`src/core/pbm_pkg.sv`:
```
// Contract
// - Host reaches registers only by index, indirectly.
// - Decode indexes 0-6, 17, 18, 27, 29-31.
// - Kept fields survive only the software reset.
// - Control bit 15 starts self-clearing software reset.
// - Control bit 14 selects loopback, resets zero.
// - Manual speed bit 13 used only without negotiation.
// - Control bit 12 enables negotiation, overriding manual.
// - Bit 11 powers down; renegotiation sets status 5.
// - Control bit 9 restarts negotiation, self-clears.
// - Manual duplex bit 8 used only without negotiation.
// - Control bit 7 enables collision test, resets zero.
// - Speed and negotiation reset values follow strap.
// - Status 15..11 fixed abilities 0,1,1,1,1.
// - Status bit 5 shows negotiation complete.
// - Status bit 4 latches high on remote fault.
// - Status bit 3 always reads one.
// - Status bit 2 link, latches low on drop.
// - Status bit 1 latches high on jabber.
// - Status bit 0 always reads one.
package pbm_pkg;

    // ****************************************
    // Index map
    // ****************************************
    localparam logic [4:0] IDX_CONTROL     = 5'h00;
    localparam logic [4:0] IDX_STATUS      = 5'h01;
    localparam logic [4:0] IDX_IDENT_HIGH  = 5'h02;
    localparam logic [4:0] IDX_IDENT_LOW   = 5'h03;
    localparam logic [4:0] IDX_ADVERTISE   = 5'h04;
    localparam logic [4:0] IDX_PARTNER     = 5'h05;
    localparam logic [4:0] IDX_EXPANSION   = 5'h06;
    localparam logic [4:0] IDX_MODE_CTRL   = 5'h11;
    localparam logic [4:0] IDX_SPEC_MODES  = 5'h12;
    localparam logic [4:0] IDX_SPEC_IND    = 5'h1B;
    localparam logic [4:0] IDX_INT_SOURCE  = 5'h1D;
    localparam logic [4:0] IDX_INT_MASK    = 5'h1E;
    localparam logic [4:0] IDX_SPEC_CTRL   = 5'h1F;

    // ****************************************
    // Control and status fields
    // ****************************************
    localparam int CTL_RESET     = 15;
    localparam int CTL_LOOPBACK  = 14;
    localparam int CTL_SPEED     = 13;
    localparam int CTL_NEG_EN    = 12;
    localparam int CTL_PWR_DOWN  = 11;
    localparam int CTL_RESTART   = 9;
    localparam int CTL_DUPLEX    = 8;
    localparam int CTL_COL_TEST  = 7;
    localparam int STS_NEG_DONE  = 5;
    localparam int STS_RFAULT    = 4;
    localparam int STS_LINK      = 2;
    localparam int STS_JABBER    = 1;
    localparam logic [15:0] STS_FIXED   = 16'h7809;
    localparam logic [15:0] KEPT_OVER_SOFT_RESET = 16'h0000;
    // Arbitrary identifier values
    localparam logic [15:0] IDENT_HIGH_VALUE = 16'h1234;
    localparam logic [15:0] IDENT_LOW_VALUE  = 16'h5678;

    // ****************************************
    // Timing
    // ****************************************
    localparam int CLOCK_HZ           = 10_000_000;
    localparam int SOFT_RESET_TIME_NS = 1000;
    localparam int SOFT_RESET_CYCLES  =
        (SOFT_RESET_TIME_NS * (CLOCK_HZ / 1_000_000) + 999) / 1000;
    localparam int NEG_TIME_MS        = 1;
    localparam int NEG_CYCLES_DEF     = NEG_TIME_MS * (CLOCK_HZ / 1000);

    // ****************************************
    // Carriers
    // ****************************************
    typedef struct packed {
        logic        write;
        logic [4:0]  index;
        logic [15:0] wdata;
    } pbm_acc_req_s;

    typedef struct packed {
        logic        done;
        logic        unmapped;
        logic [15:0] rdata;
    } pbm_acc_rsp_s;

    typedef struct packed {
        logic link_up;
        logic remote_fault;
        logic jabber;
        logic partner_100;
        logic partner_full;
    } pbm_line_s;

    typedef struct packed {
        logic loopback;
        logic speed_100;
        logic full_duplex;
        logic power_down;
        logic col_test;
        logic neg_enable;
        logic neg_complete;
        logic soft_reset;
    } pbm_mode_s;

    typedef enum logic [1:0] {
        NEG_IDLE = 2'b00,
        NEG_WAIT = 2'b01,
        NEG_DONE = 2'b10
    } pbm_neg_e;

endpackage : pbm_pkg

```
`src/core/pbm_sync.sv`:
```
`timescale 1ns/1ns
module pbm_sync #(
    parameter int WIDTH = 1
) (
    input  wire logic             i_clock,
    input  wire logic [WIDTH-1:0] i_async,
    output logic      [WIDTH-1:0] o_sync
);

    logic [WIDTH-1:0] stage_one;

    // ****************************************
    // Two flops per bit
    // ****************************************
    for (genvar b = 0; b < WIDTH; b++) begin : g_bit
        always_ff @(posedge i_clock) begin
            stage_one[b] <= i_async[b];
            o_sync[b]    <= stage_one[b];
        end
    end

endmodule : pbm_sync

```
`src/core/pbm_negotiate.sv`:
```
`timescale 1ns/1ns
module pbm_negotiate #(
    parameter int NEG_CYCLES = pbm_pkg::NEG_CYCLES_DEF
) (
    input  wire logic i_clock,
    input  wire logic i_sys_rst,
    input  wire logic i_enable,
    input  wire logic i_start,
    input  wire logic i_hold,
    input  wire logic i_link_up,
    output logic      o_complete
);

    pbm_pkg::pbm_neg_e state;
    logic [31:0]       count;

    // ****************************************
    // Negotiation sequence
    // ****************************************
    always_ff @(posedge i_clock) begin
        if (i_sys_rst || !i_enable || i_hold || i_start) begin
            state <= pbm_pkg::NEG_IDLE;
            count <= '0;
        end else begin
            case (state)
                pbm_pkg::NEG_IDLE: begin
                    state <= pbm_pkg::NEG_WAIT;
                    count <= '0;
                end
                pbm_pkg::NEG_WAIT: begin
                    if (!i_link_up) begin
                        count <= '0;
                    end else if (count >= 32'(NEG_CYCLES - 1)) begin
                        state <= pbm_pkg::NEG_DONE;
                    end else begin
                        count <= count + 32'h1;
                    end
                end
                pbm_pkg::NEG_DONE: begin
                    if (!i_link_up) begin
                        state <= pbm_pkg::NEG_WAIT;
                        count <= '0;
                    end
                end
                default: state <= pbm_pkg::NEG_IDLE;
            endcase
        end
    end

    always_ff @(posedge i_clock) begin
        if (i_sys_rst) begin
            o_complete <= 1'b0;
        end else begin
            o_complete <= i_enable && !i_hold && !i_start
                          && state == pbm_pkg::NEG_DONE;
        end
    end

endmodule : pbm_negotiate

```
`src/core/pbm_regs.sv`:
```
`timescale 1ns/1ns
module pbm_regs #(
    parameter int NEG_CYCLES = pbm_pkg::NEG_CYCLES_DEF
) (
    input  wire logic                  i_clock,
    input  wire logic                  i_sys_rst,
    input  wire logic                  i_acc_valid,
    input  wire pbm_pkg::pbm_acc_req_s i_acc_req,
    input  wire logic                  i_speed_strap,
    input  wire pbm_pkg::pbm_line_s    i_line,
    output pbm_pkg::pbm_acc_rsp_s      o_acc_rsp,
    output pbm_pkg::pbm_mode_s         o_mode
);

    // ****************************************
    // Pin synchronisers
    // ****************************************
    pbm_pkg::pbm_line_s line_s;
    logic               strap_s;

    pbm_sync #(
        .WIDTH ($bits(pbm_pkg::pbm_line_s) + 1)
    ) u_sync (
        .i_clock (i_clock),
        .i_async ({i_line, i_speed_strap}),
        .o_sync  ({line_s, strap_s})
    );

    // ****************************************
    // Access decode
    // ****************************************
    logic        acc_wr;
    logic        acc_rd;
    logic        ctrl_wr;
    logic        stat_rd;
    logic        soft_start;
    logic [15:0] wdata;

    assign wdata   = i_acc_req.wdata;
    assign acc_wr  = i_acc_valid && i_acc_req.write;
    assign acc_rd  = i_acc_valid && !i_acc_req.write;
    assign ctrl_wr = acc_wr && i_acc_req.index == pbm_pkg::IDX_CONTROL;
    assign stat_rd = acc_rd && i_acc_req.index == pbm_pkg::IDX_STATUS;
    assign soft_start = ctrl_wr && wdata[pbm_pkg::CTL_RESET];

    // ****************************************
    // Control fields
    // ****************************************
    logic loopback;
    logic speed_sel;
    logic neg_en;
    logic pwr_down;
    logic duplex_sel;
    logic col_test;
    logic restart;
    logic rst_busy;

    logic [15:0] ctrl_word;
    logic [15:0] ctrl_reset_word;
    logic [15:0] next_ctrl;

    always_comb begin
        ctrl_word = 16'h0000;
        ctrl_word[pbm_pkg::CTL_RESET]    = rst_busy;
        ctrl_word[pbm_pkg::CTL_LOOPBACK] = loopback;
        ctrl_word[pbm_pkg::CTL_SPEED]    = speed_sel;
        ctrl_word[pbm_pkg::CTL_NEG_EN]   = neg_en;
        ctrl_word[pbm_pkg::CTL_PWR_DOWN] = pwr_down;
        ctrl_word[pbm_pkg::CTL_RESTART]  = restart;
        ctrl_word[pbm_pkg::CTL_DUPLEX]   = duplex_sel;
        ctrl_word[pbm_pkg::CTL_COL_TEST] = col_test;
    end

    always_comb begin
        ctrl_reset_word = 16'h0000;
        ctrl_reset_word[pbm_pkg::CTL_SPEED]  = strap_s;
        ctrl_reset_word[pbm_pkg::CTL_NEG_EN] = strap_s;
    end

    // Kept fields hold their value over the software reset only
    assign next_ctrl = (ctrl_word & pbm_pkg::KEPT_OVER_SOFT_RESET)
                     | (ctrl_reset_word & ~pbm_pkg::KEPT_OVER_SOFT_RESET);

    always_ff @(posedge i_clock) begin
        if (i_sys_rst) begin
            loopback   <= 1'b0;
            speed_sel  <= strap_s;
            neg_en     <= strap_s;
            pwr_down   <= 1'b0;
            duplex_sel <= 1'b0;
            col_test   <= 1'b0;
        end else if (soft_start) begin
            loopback   <= next_ctrl[pbm_pkg::CTL_LOOPBACK];
            speed_sel  <= next_ctrl[pbm_pkg::CTL_SPEED];
            neg_en     <= next_ctrl[pbm_pkg::CTL_NEG_EN];
            pwr_down   <= next_ctrl[pbm_pkg::CTL_PWR_DOWN];
            duplex_sel <= next_ctrl[pbm_pkg::CTL_DUPLEX];
            col_test   <= next_ctrl[pbm_pkg::CTL_COL_TEST];
        end else if (ctrl_wr) begin
            loopback   <= wdata[pbm_pkg::CTL_LOOPBACK];
            speed_sel  <= wdata[pbm_pkg::CTL_SPEED];
            neg_en     <= wdata[pbm_pkg::CTL_NEG_EN];
            pwr_down   <= wdata[pbm_pkg::CTL_PWR_DOWN];
            duplex_sel <= wdata[pbm_pkg::CTL_DUPLEX];
            col_test   <= wdata[pbm_pkg::CTL_COL_TEST];
        end
    end

    // ****************************************
    // Self-clearing restart and reset
    // ****************************************
    logic [7:0] rst_count;

    always_ff @(posedge i_clock) begin
        if (i_sys_rst) begin
            restart <= 1'b0;
        end else begin
            restart <= ctrl_wr && !soft_start
                       && wdata[pbm_pkg::CTL_RESTART];
        end
    end

    always_ff @(posedge i_clock) begin
        if (i_sys_rst) begin
            rst_busy  <= 1'b0;
            rst_count <= 8'h00;
        end else if (soft_start) begin
            rst_busy  <= 1'b1;
            rst_count <= 8'(pbm_pkg::SOFT_RESET_CYCLES - 1);
        end else if (rst_busy) begin
            if (rst_count == 8'h00) begin
                rst_busy <= 1'b0;
            end else begin
                rst_count <= rst_count - 8'h01;
            end
        end
    end

    // ****************************************
    // Negotiation
    // ****************************************
    logic neg_done;

    pbm_negotiate #(
        .NEG_CYCLES (NEG_CYCLES)
    ) u_negotiate (
        .i_clock    (i_clock),
        .i_sys_rst  (i_sys_rst),
        .i_enable   (neg_en),
        .i_start    (restart || soft_start),
        .i_hold     (pwr_down || rst_busy),
        .i_link_up  (line_s.link_up),
        .o_complete (neg_done)
    );

    // ****************************************
    // Latched status
    // ****************************************
    logic rfault_latch;
    logic jabber_latch;
    logic link_latch;
    logic clr_latch;

    assign clr_latch = soft_start;

    always_ff @(posedge i_clock) begin
        if (i_sys_rst || clr_latch) begin
            rfault_latch <= 1'b0;
        end else if (line_s.remote_fault) begin
            rfault_latch <= 1'b1;
        end else if (stat_rd) begin
            rfault_latch <= 1'b0;
        end
    end

    always_ff @(posedge i_clock) begin
        if (i_sys_rst || clr_latch) begin
            jabber_latch <= 1'b0;
        end else if (line_s.jabber) begin
            jabber_latch <= 1'b1;
        end else if (stat_rd) begin
            jabber_latch <= 1'b0;
        end
    end

    always_ff @(posedge i_clock) begin
        if (i_sys_rst || clr_latch) begin
            link_latch <= 1'b0;
        end else if (!line_s.link_up) begin
            link_latch <= 1'b0;
        end else if (stat_rd) begin
            link_latch <= 1'b1;
        end
    end

    logic [15:0] stat_word;

    always_comb begin
        stat_word = pbm_pkg::STS_FIXED;
        stat_word[pbm_pkg::STS_NEG_DONE] = neg_done;
        stat_word[pbm_pkg::STS_RFAULT]   = rfault_latch;
        stat_word[pbm_pkg::STS_LINK]     = link_latch;
        stat_word[pbm_pkg::STS_JABBER]   = jabber_latch;
    end

    // ****************************************
    // Read data
    // ****************************************
    logic [15:0] next_rdata;
    logic        next_unmapped;
    logic [4:0]  idx;

    assign idx = i_acc_req.index;

    always_comb begin
        next_rdata    = 16'h0000;
        next_unmapped = 1'b0;
        if (idx == pbm_pkg::IDX_CONTROL) begin
            next_rdata = ctrl_word;
        end else if (idx == pbm_pkg::IDX_STATUS) begin
            next_rdata = stat_word;
        end else if (idx == pbm_pkg::IDX_IDENT_HIGH) begin
            next_rdata = pbm_pkg::IDENT_HIGH_VALUE;
        end else if (idx == pbm_pkg::IDX_IDENT_LOW) begin
            next_rdata = pbm_pkg::IDENT_LOW_VALUE;
        end else if (idx == pbm_pkg::IDX_ADVERTISE
                  || idx == pbm_pkg::IDX_PARTNER
                  || idx == pbm_pkg::IDX_EXPANSION
                  || idx == pbm_pkg::IDX_MODE_CTRL
                  || idx == pbm_pkg::IDX_SPEC_MODES
                  || idx == pbm_pkg::IDX_SPEC_IND
                  || idx == pbm_pkg::IDX_INT_SOURCE
                  || idx == pbm_pkg::IDX_INT_MASK
                  || idx == pbm_pkg::IDX_SPEC_CTRL) begin
            next_rdata = 16'h0000;
        end else begin
            next_unmapped = 1'b1;
        end
    end

    always_ff @(posedge i_clock) begin
        if (i_sys_rst) begin
            o_acc_rsp <= '0;
        end else begin
            o_acc_rsp.done     <= i_acc_valid;
            o_acc_rsp.unmapped <= i_acc_valid && next_unmapped;
            if (acc_rd) begin
                o_acc_rsp.rdata <= next_rdata;
            end
        end
    end

    // ****************************************
    // Operating mode
    // ****************************************
    logic next_speed;
    logic next_duplex;

    always_comb begin
        if (neg_en) begin
            next_speed  = neg_done && line_s.partner_100;
            next_duplex = neg_done && line_s.partner_full;
        end else begin
            next_speed  = speed_sel;
            next_duplex = duplex_sel;
        end
    end

    always_ff @(posedge i_clock) begin
        if (i_sys_rst) begin
            o_mode <= '0;
        end else begin
            o_mode.loopback     <= loopback;
            o_mode.speed_100    <= next_speed;
            o_mode.full_duplex  <= next_duplex;
            o_mode.power_down   <= pwr_down;
            o_mode.col_test     <= col_test;
            o_mode.neg_enable   <= neg_en;
            o_mode.neg_complete <= neg_done;
            o_mode.soft_reset   <= rst_busy;
        end
    end

endmodule : pbm_regs

```
`config.mk`:
```
export PLATFORM = sky130hd
export DESIGN_NAME = pbm_regs
export DESIGN_NICKNAME = d
export VERILOG_FILES = /design/src/core/pbm_pkg.sv /design/src/core/pbm_sync.sv /design/src/core/pbm_negotiate.sv /design/src/core/pbm_regs.sv
export SDC_FILE = /design/constraint.sdc
export NUM_CORES = 1
export LEC_CHECK = 0
export ABC_AREA = 1
export BUFFER_PORTS_ARGS = -buffer_cell sky130_fd_sc_hd__buf_2
export CAP_MARGIN = 10
export CORE_ASPECT_RATIO = 1.5
export CORE_MARGIN = 2
export CORE_UTILIZATION = 38
export DETAILED_ROUTE_END_ITERATION = 8
export GPL_TIMING_DRIVEN = 0
export HOLD_SLACK_MARGIN = 0.02
export PLACE_DENSITY = 0.67
export SKIP_LAST_GASP = 1
export SLEW_MARGIN = 20
export SYNTH_ARGS = -nofsm -noshare
export SYNTH_HDL_FRONTEND = slang
export SYNTH_SLANG_ARGS = --single-unit
export TNS_END_PERCENT = 1
```
`constraint.sdc`:
```
create_clock -name i_clock -period 2.8 [get_ports i_clock]
set_input_delay 0.14 -clock i_clock [delete_from_list [all_inputs] [get_ports i_clock]]
set_output_delay 0.14 -clock i_clock [all_outputs]
set_load 0.03 [all_outputs]
```
==> flow_summary.ini, run 1 <==
[cts]
root_buffer = clkbuf_16
clkSinkCount = 91
cts_setup_buffers = 0
htreeDepth = 3
post_cts_resized = 0
postCtsHoldBufs = 6
cts_buffers = 9
cts_tree = done
insertion_delay_ns = 0.34
max-clock-path-buffers = 2
clkTransAtPathRegs_ns = 0.07

[synthesis]
synthesis.nets = 518
ys_seq_elements = 91
yosysMostFrequentCell = nand2_1
yosysSeqAreaShare_pct = 49.73
synth_top_area_share_pct = 48.11
synthArstFlopShare_pct = 0
synthCells = 484
yosys_warnings = 0
syn_area_per_cell_um2 = 7.652
yosys.area.top_type = dfxtp_1
synth_flop_cell = dfxtp_1
synth_edf_count = 2
synth.top_cells.by_count = nand2_1, dfxtp_1, inv_1
synth_cell_types = 38
synth_area_leaders = dfxtp_1, nand2_1, inv_1
synth_area_um2 = 3704

[timing]
rsz0062_at_grt = false
max-slew-margin-rel_pct = 66.77
fin_crit_ns = 1.787
hold_viol = 0
finalSetupViolCount = 0
worstMarginPinSlew_ns = 0.4984
maxSlewViolCount = 0
fmax_mhz = 559.5
finalCritPeriodShare_pct = 63.83
final.setup.tns_ns = 0
final.setup_skew_ns = 0.008863

[placement]
place.gp.congestion = 0.8691
dpl.hpwl_um = 5926
placed_cells = 647
portBuffers = 48

[global_route]
gr-usage-met2_pct = 29.78
grt_usage_pct = 15.53
use_met1_pct = 15.89
antenna_found_initial = 0
grt_max_degree = 17
grt_pass1_vias = 3097
grt.met3_usage_pct = 3.115
grt_overflow = 0
grt-busiest-layer = met2
grt_first_pass_wirelength_um = 13340

[run_status]
status = finished clean

[routing]
wl_per_cell_um = 11.81
drt_first_pass_iters = 5
wirelength_um = 7898
viasPerCell = 4.788
drtIter0Drc = 121
drc = 0
route.vias.total = 3203
ant_nets = 0

[floorplanning]
num_rows = 44
core_um2 = 9579
dieArea_um2 = 10570
die_w_um = 84.61
dieHeight_um = 124.9
initial_utilization_pct = 38.66
io_pins = 57

[power]
power_mw = 2.601
p_sw_uw = 602.9
pwr-share-seq_pct = 51.2
sw_frac_of_total_pct = 23.18
power_leakage_nw = 1.975
powerDensity_nw_per_um2 = 586.6
peakVddDrop_mv = 0.4319
internal_power_mw = 1.998
p_clk_share_pct = 44.0
combPwrFrac_pct = 4.9

[setup_path]
cp-start-kind = register
required_ns = 3.07
rr_worst_depth = 9
worstPathMaxFanout = 10
cp.arrival_ns = 2.06
crit_type = reg2reg
endpoint_kind = register

[worst_hold_path]
min_path_type = in2reg
min_path_cells = 2

[finish]
layout.cells.non_filler = 669
nets = 583
n_antenna_cell = 0
areaGrowthSynthToFinish_pct = 19.73
drive_above_1_share_pct = 16.61

[run]
maxCapViolCount = 0
[through the flow]
step	instance area, µm²	util (%)	setup WS (ns)	hold WS (ns)
2_1_floorplan	3704	-	1.315	0.1677
3_3_place_gp	4088	42.67	1.050	0.2422
3_5_place_dp	4088	42.67	1.039	0.2436
4_1_cts	4434	46.29	1.009	0.02760
5_1_grt	4434	46.29	0.8530	0.04230
6_report	4434	46.29	1.013	0.02970
[worst max-delay path: stages, from the launching register on]
cell	delay, ns
dfxtp_1	0.34
ha_1	0.23
nand3_1	0.20
nand3_1	0.10
nand3_1	0.11
nand4_1	0.11
nand2_2	0.22
buf_6	0.18
nand2_1	0.08
a21oi_1	0.15
[layer usage]
layer | vias up | part of all wire (%) | routed length [µm]
met5 | - | 0 | 0
met4 | 0 | 1.9 | 151
met3 | 13 | 4.4 | 350
met2 | 75 | 53 | 4159
met1 | 1447 | 41 | 3236
li1 | 1668 | - | -
[cells in the final DEF, fill, tap and decap left out, types with 2 or more instances in the layout]
cell type and n:
o21bai_1 2, dlygate4sd3_1 6, clkinv_4 2, xor2_1 3
buf_2 50, o21ai_0 13, clkinvlp_4 2, o211ai_1 2
ha_1 3, buf_6 6, dfxtp_1 89, edfxtp_1 2
nor4_1 3, clkbuf_16 9, inv_2 2, nand2_2 4
nand4_1 6, nand3_1 26, nand2_4 2, or2_2 2
a32o_1 2, a21oi_1 35, nor3_1 23, inv_1 72
nor2_1 60, nand2_1 101, clkbuf_1 4, nor2_2 3
mux2_2 4
[power groups by stage]
stage	clock, mW	combinational, mW	sequential, mW
global route	1.22	0.138	1.33
CTS	1.16	0.127	1.33
detailed placement	0	0.120	1.36
finish	1.14	0.126	1.33
floorplan	0	0.0600	1.37
global placement	0	0.118	1.36
[cell type report]
type,count,area (µm²)
Clock buffer,10,239.0
Fill cell,951,5145
Timing Repair Buffer,54,300.3
Multi-Input combinational cell,306,1484
Clock inverter,6,47.55
Tap cell,115,143.9
Buffer,13,100.1
Inverter,74,277.8
Sequential cell,91,1842
[sequential cells by signal, indices dropped and copies added, names as in the netlist, 2 cells and up]
register and flops:
u_sync.o_sync 6, u_negotiate.count 32, u_negotiate.state 2, rst_count 8, u_sync.stage_one 6, o_acc_rsp 17
o_mode 8
[final timing paths]
| path | startpoint | endpoint | slack (ns) |
|---|---|---|---|
| min reg2reg | u_sync.stage_one[0]$_DFF_P_ | u_sync.o_sync[0]$_DFF_P_ | 0.33 |
| max | u_negotiate.count[0]$_SDFFE_PP0P_ | u_negotiate.count[3]$_SDFFE_PP0P_ | 1.01 |
| max reg2reg | u_negotiate.count[0]$_SDFFE_PP0P_ | u_negotiate.count[3]$_SDFFE_PP0P_ | 1.01 |
| min | i_acc_req[20] | o_acc_rsp[16]$_SDFF_PP0_ | 0.03 |
[logic make-up (layout without fill, tap and decap cells)]
kind of cell               after synthesis  count (layout)  share of synthesized area, %
DFF                                     91              91                         49.73
muxes                                    4               4                         1.216
buffers and inverters                   87             157                         10.20
and+or+nand+nor                        236             236                         28.11
AOI/OAI and AO/OA                       59              59                         8.784
xor gates and xnor gates                 4               4                        0.9461
adders and majority gates                3               3                         1.014
Note: power is estimated with default switching activity, not from simulation.
==> inputs of run 2 (changes only) <==
clock period = 1.86 ns   (was 2.8 ns; I/O delays follow)
==> run 2 against run 1 <==
Against the previous run: cell area up 0.40%; first-iteration DRC count up 0.83%; setup slack got worse by 0.91 ns; non-clock buffer count grew 1; die area stayed put; sequential power grew 50%; cell count up 0.15%; highest routed layer unchanged.
==> flow_summary.ini, run 2 (same netlist as run 1, synthesis figures left out) <==
[setup_path]
endpoint_kind = register
crit_type = in2reg
crit_path_max_incr_delay_ns = 0.53
cp_common_cell = nand2_1
path_cells = dlygate4sd3_1 > buf_2 > inv_1 > nand2_1 > inv_2 > nand4_4 > or2_4 > nand2_4 > inv_2 > nand2_1 > nand2_1
worstPathMaxFanout = 9
cp-start-kind = input pin
path_buf_inv = 5
cp.arrival_ns = 1.85
crit_slowest_cell = dlygate4sd3_1
worst_path_dominant_cell_family = buffers and inverters
required_ns = 1.96

[power]
power_leakage_nw = 1.976
peakVddDrop_mv = 0.6531
powerDensity_nw_per_um2 = 880.4
power_mw = 3.920

[timing]
hold_viol = 0
rsz0062_at_grt = false
final.setup.tns_ns = 0
fmax_mhz = 570.5
final.setup_skew_ns = 0.008303
finalSetupViolCount = 0
fin_crit_ns = 1.753
maxSlewViolCount = 0
worstMarginPinSlew_ns = 0.5147
finalCritPeriodShare_pct = 94.24
hold-worst-slack_ns = 0.03522
setup_slack_ns = 0.1072
max-slew-margin-rel_pct = 65.69

[finish]
utilization_pct = 46.47
layout_commonest_cell = nand2_1
multi_input_area_um2 = 1491
top_register = u_negotiate.count
final-seq-area_um2 = 1842
largest_reg_flops = 32
fin_area_um2 = 4452
reg.largest.list = u_negotiate.count (32), o_acc_rsp (17)
n_antenna_cell = 0
nets = 584
areaGrowthSynthToFinish_pct = 20.20
mostFrequentLayoutCells = nand2_1, dfxtp_1, inv_1, nor2_1, buf_2
filler_cell_count = 949
drive_above_1_share_pct = 16.94
layout.cells.non_filler = 670

[cts]
clkTransAtPathRegs_ns = 0.07
cts_buffers = 9
cts_setup_buffers = 0
max-clock-path-buffers = 2
htreeDepth = 3
insertion_delay_ns = 0.34
cts_tree = done
clkSinkCount = 91
root_buffer = clkbuf_16

[routing]
drc = 0
ant_nets = 0
route.vias.total = 3222
wl_per_cell_um = 11.80
wirelength_um = 7904
drtIter0Drc = 122
drt_first_pass_iters = 4
viasPerCell = 4.809

[floorplanning]
core_um2 = 9579
num_rows = 44
die_w_um = 84.61
dieArea_um2 = 10570
io_pins = 57
dieHeight_um = 124.9
initial_utilization_pct = 38.66

[placement]
place.gp.congestion = 0.8691
placed_cells = 647
dpl.hpwl_um = 5926
portBuffers = 48
place_ws_ns = 0.09856
post_dp_cell_area_um2 = 4088

[global_route]
antenna_found_initial = 0
grt_first_pass_wirelength_um = 13340
grt_usage_pct = 15.53
grt_overflow = 0
grt_pass1_vias = 3097
grt_max_degree = 17

[run_status]
status = finished clean

[run]
maxCapViolCount = 0

[worst_hold_path]
min_path_type = in2reg
## run 2: final timing paths
path | from | to | slack [ns] | cells past startpoint
worst max register to register | u_negotiate.count[0]$_SDFFE_PP0P_ | u_negotiate.count[2]$_SDFFE_PP0P_ | 0.17 | 10
worst min-delay path | i_acc_valid | o_acc_rsp[17]$_SDFF_PP0_ | 0.04 | 3
worst min register to register | u_sync.stage_one[0]$_DFF_P_ | u_sync.o_sync[0]$_DFF_P_ | 0.33 | 0
worst max-delay path | i_acc_req[20] | neg_en$_DFFE_PP_ | 0.11 | 11
## run 2: power by group
part	switching (mW)	total, mW	internal (mW)
Sequential	0.0150	2.00	1.99
Clock	0.772	1.72	0.952
Combinational	0.123	0.192	0.0688
Total	0.910	3.92	3.01
## run 2: repair_timing
action	in CTS	in global routing
hold endpoints to repair	7	0
setup endpoints to repair	0	9
resized for setup	0	2
hold buffers	7	0
## run 2: layout make-up
cell class / instances / area share, %
multi-input combinational: 306 / 33.50
inverter: 74 / 6.239
buffer: 13 / 2.248
clock buffer: 10 / 5.368
clock inverter: 6 / 1.068
sequential: 91 / 41.37
timing repair buffer: 55 / 6.970
tap: 115 / 3.232
## run 2: layer usage
| metal | GRT usage, % | vias to the layer above | part of all wire [%] |
|---|---|---|---|
| met2 | 29.78 | 77 | 53 |
| met4 | 6.536 | 0 | 1.9 |
| li1 | - | 1668 | - |
| met1 | 15.89 | 1464 | 41 |
| met5 | 0 | - | 0 |
| met3 | 3.115 | 13 | 4.6 |
## run 2: worst reg2reg max path: stages (launching register included)
cell	delay (ns)
dfxtp_1	0.38
ha_2	0.22
nand3_2	0.14
nand3_1	0.11
nand3_1	0.09
nand3_1	0.13
nand2_2	0.08
nand2_2	0.13
buf_6	0.16
nand2_1	0.06
a21oi_1	0.12
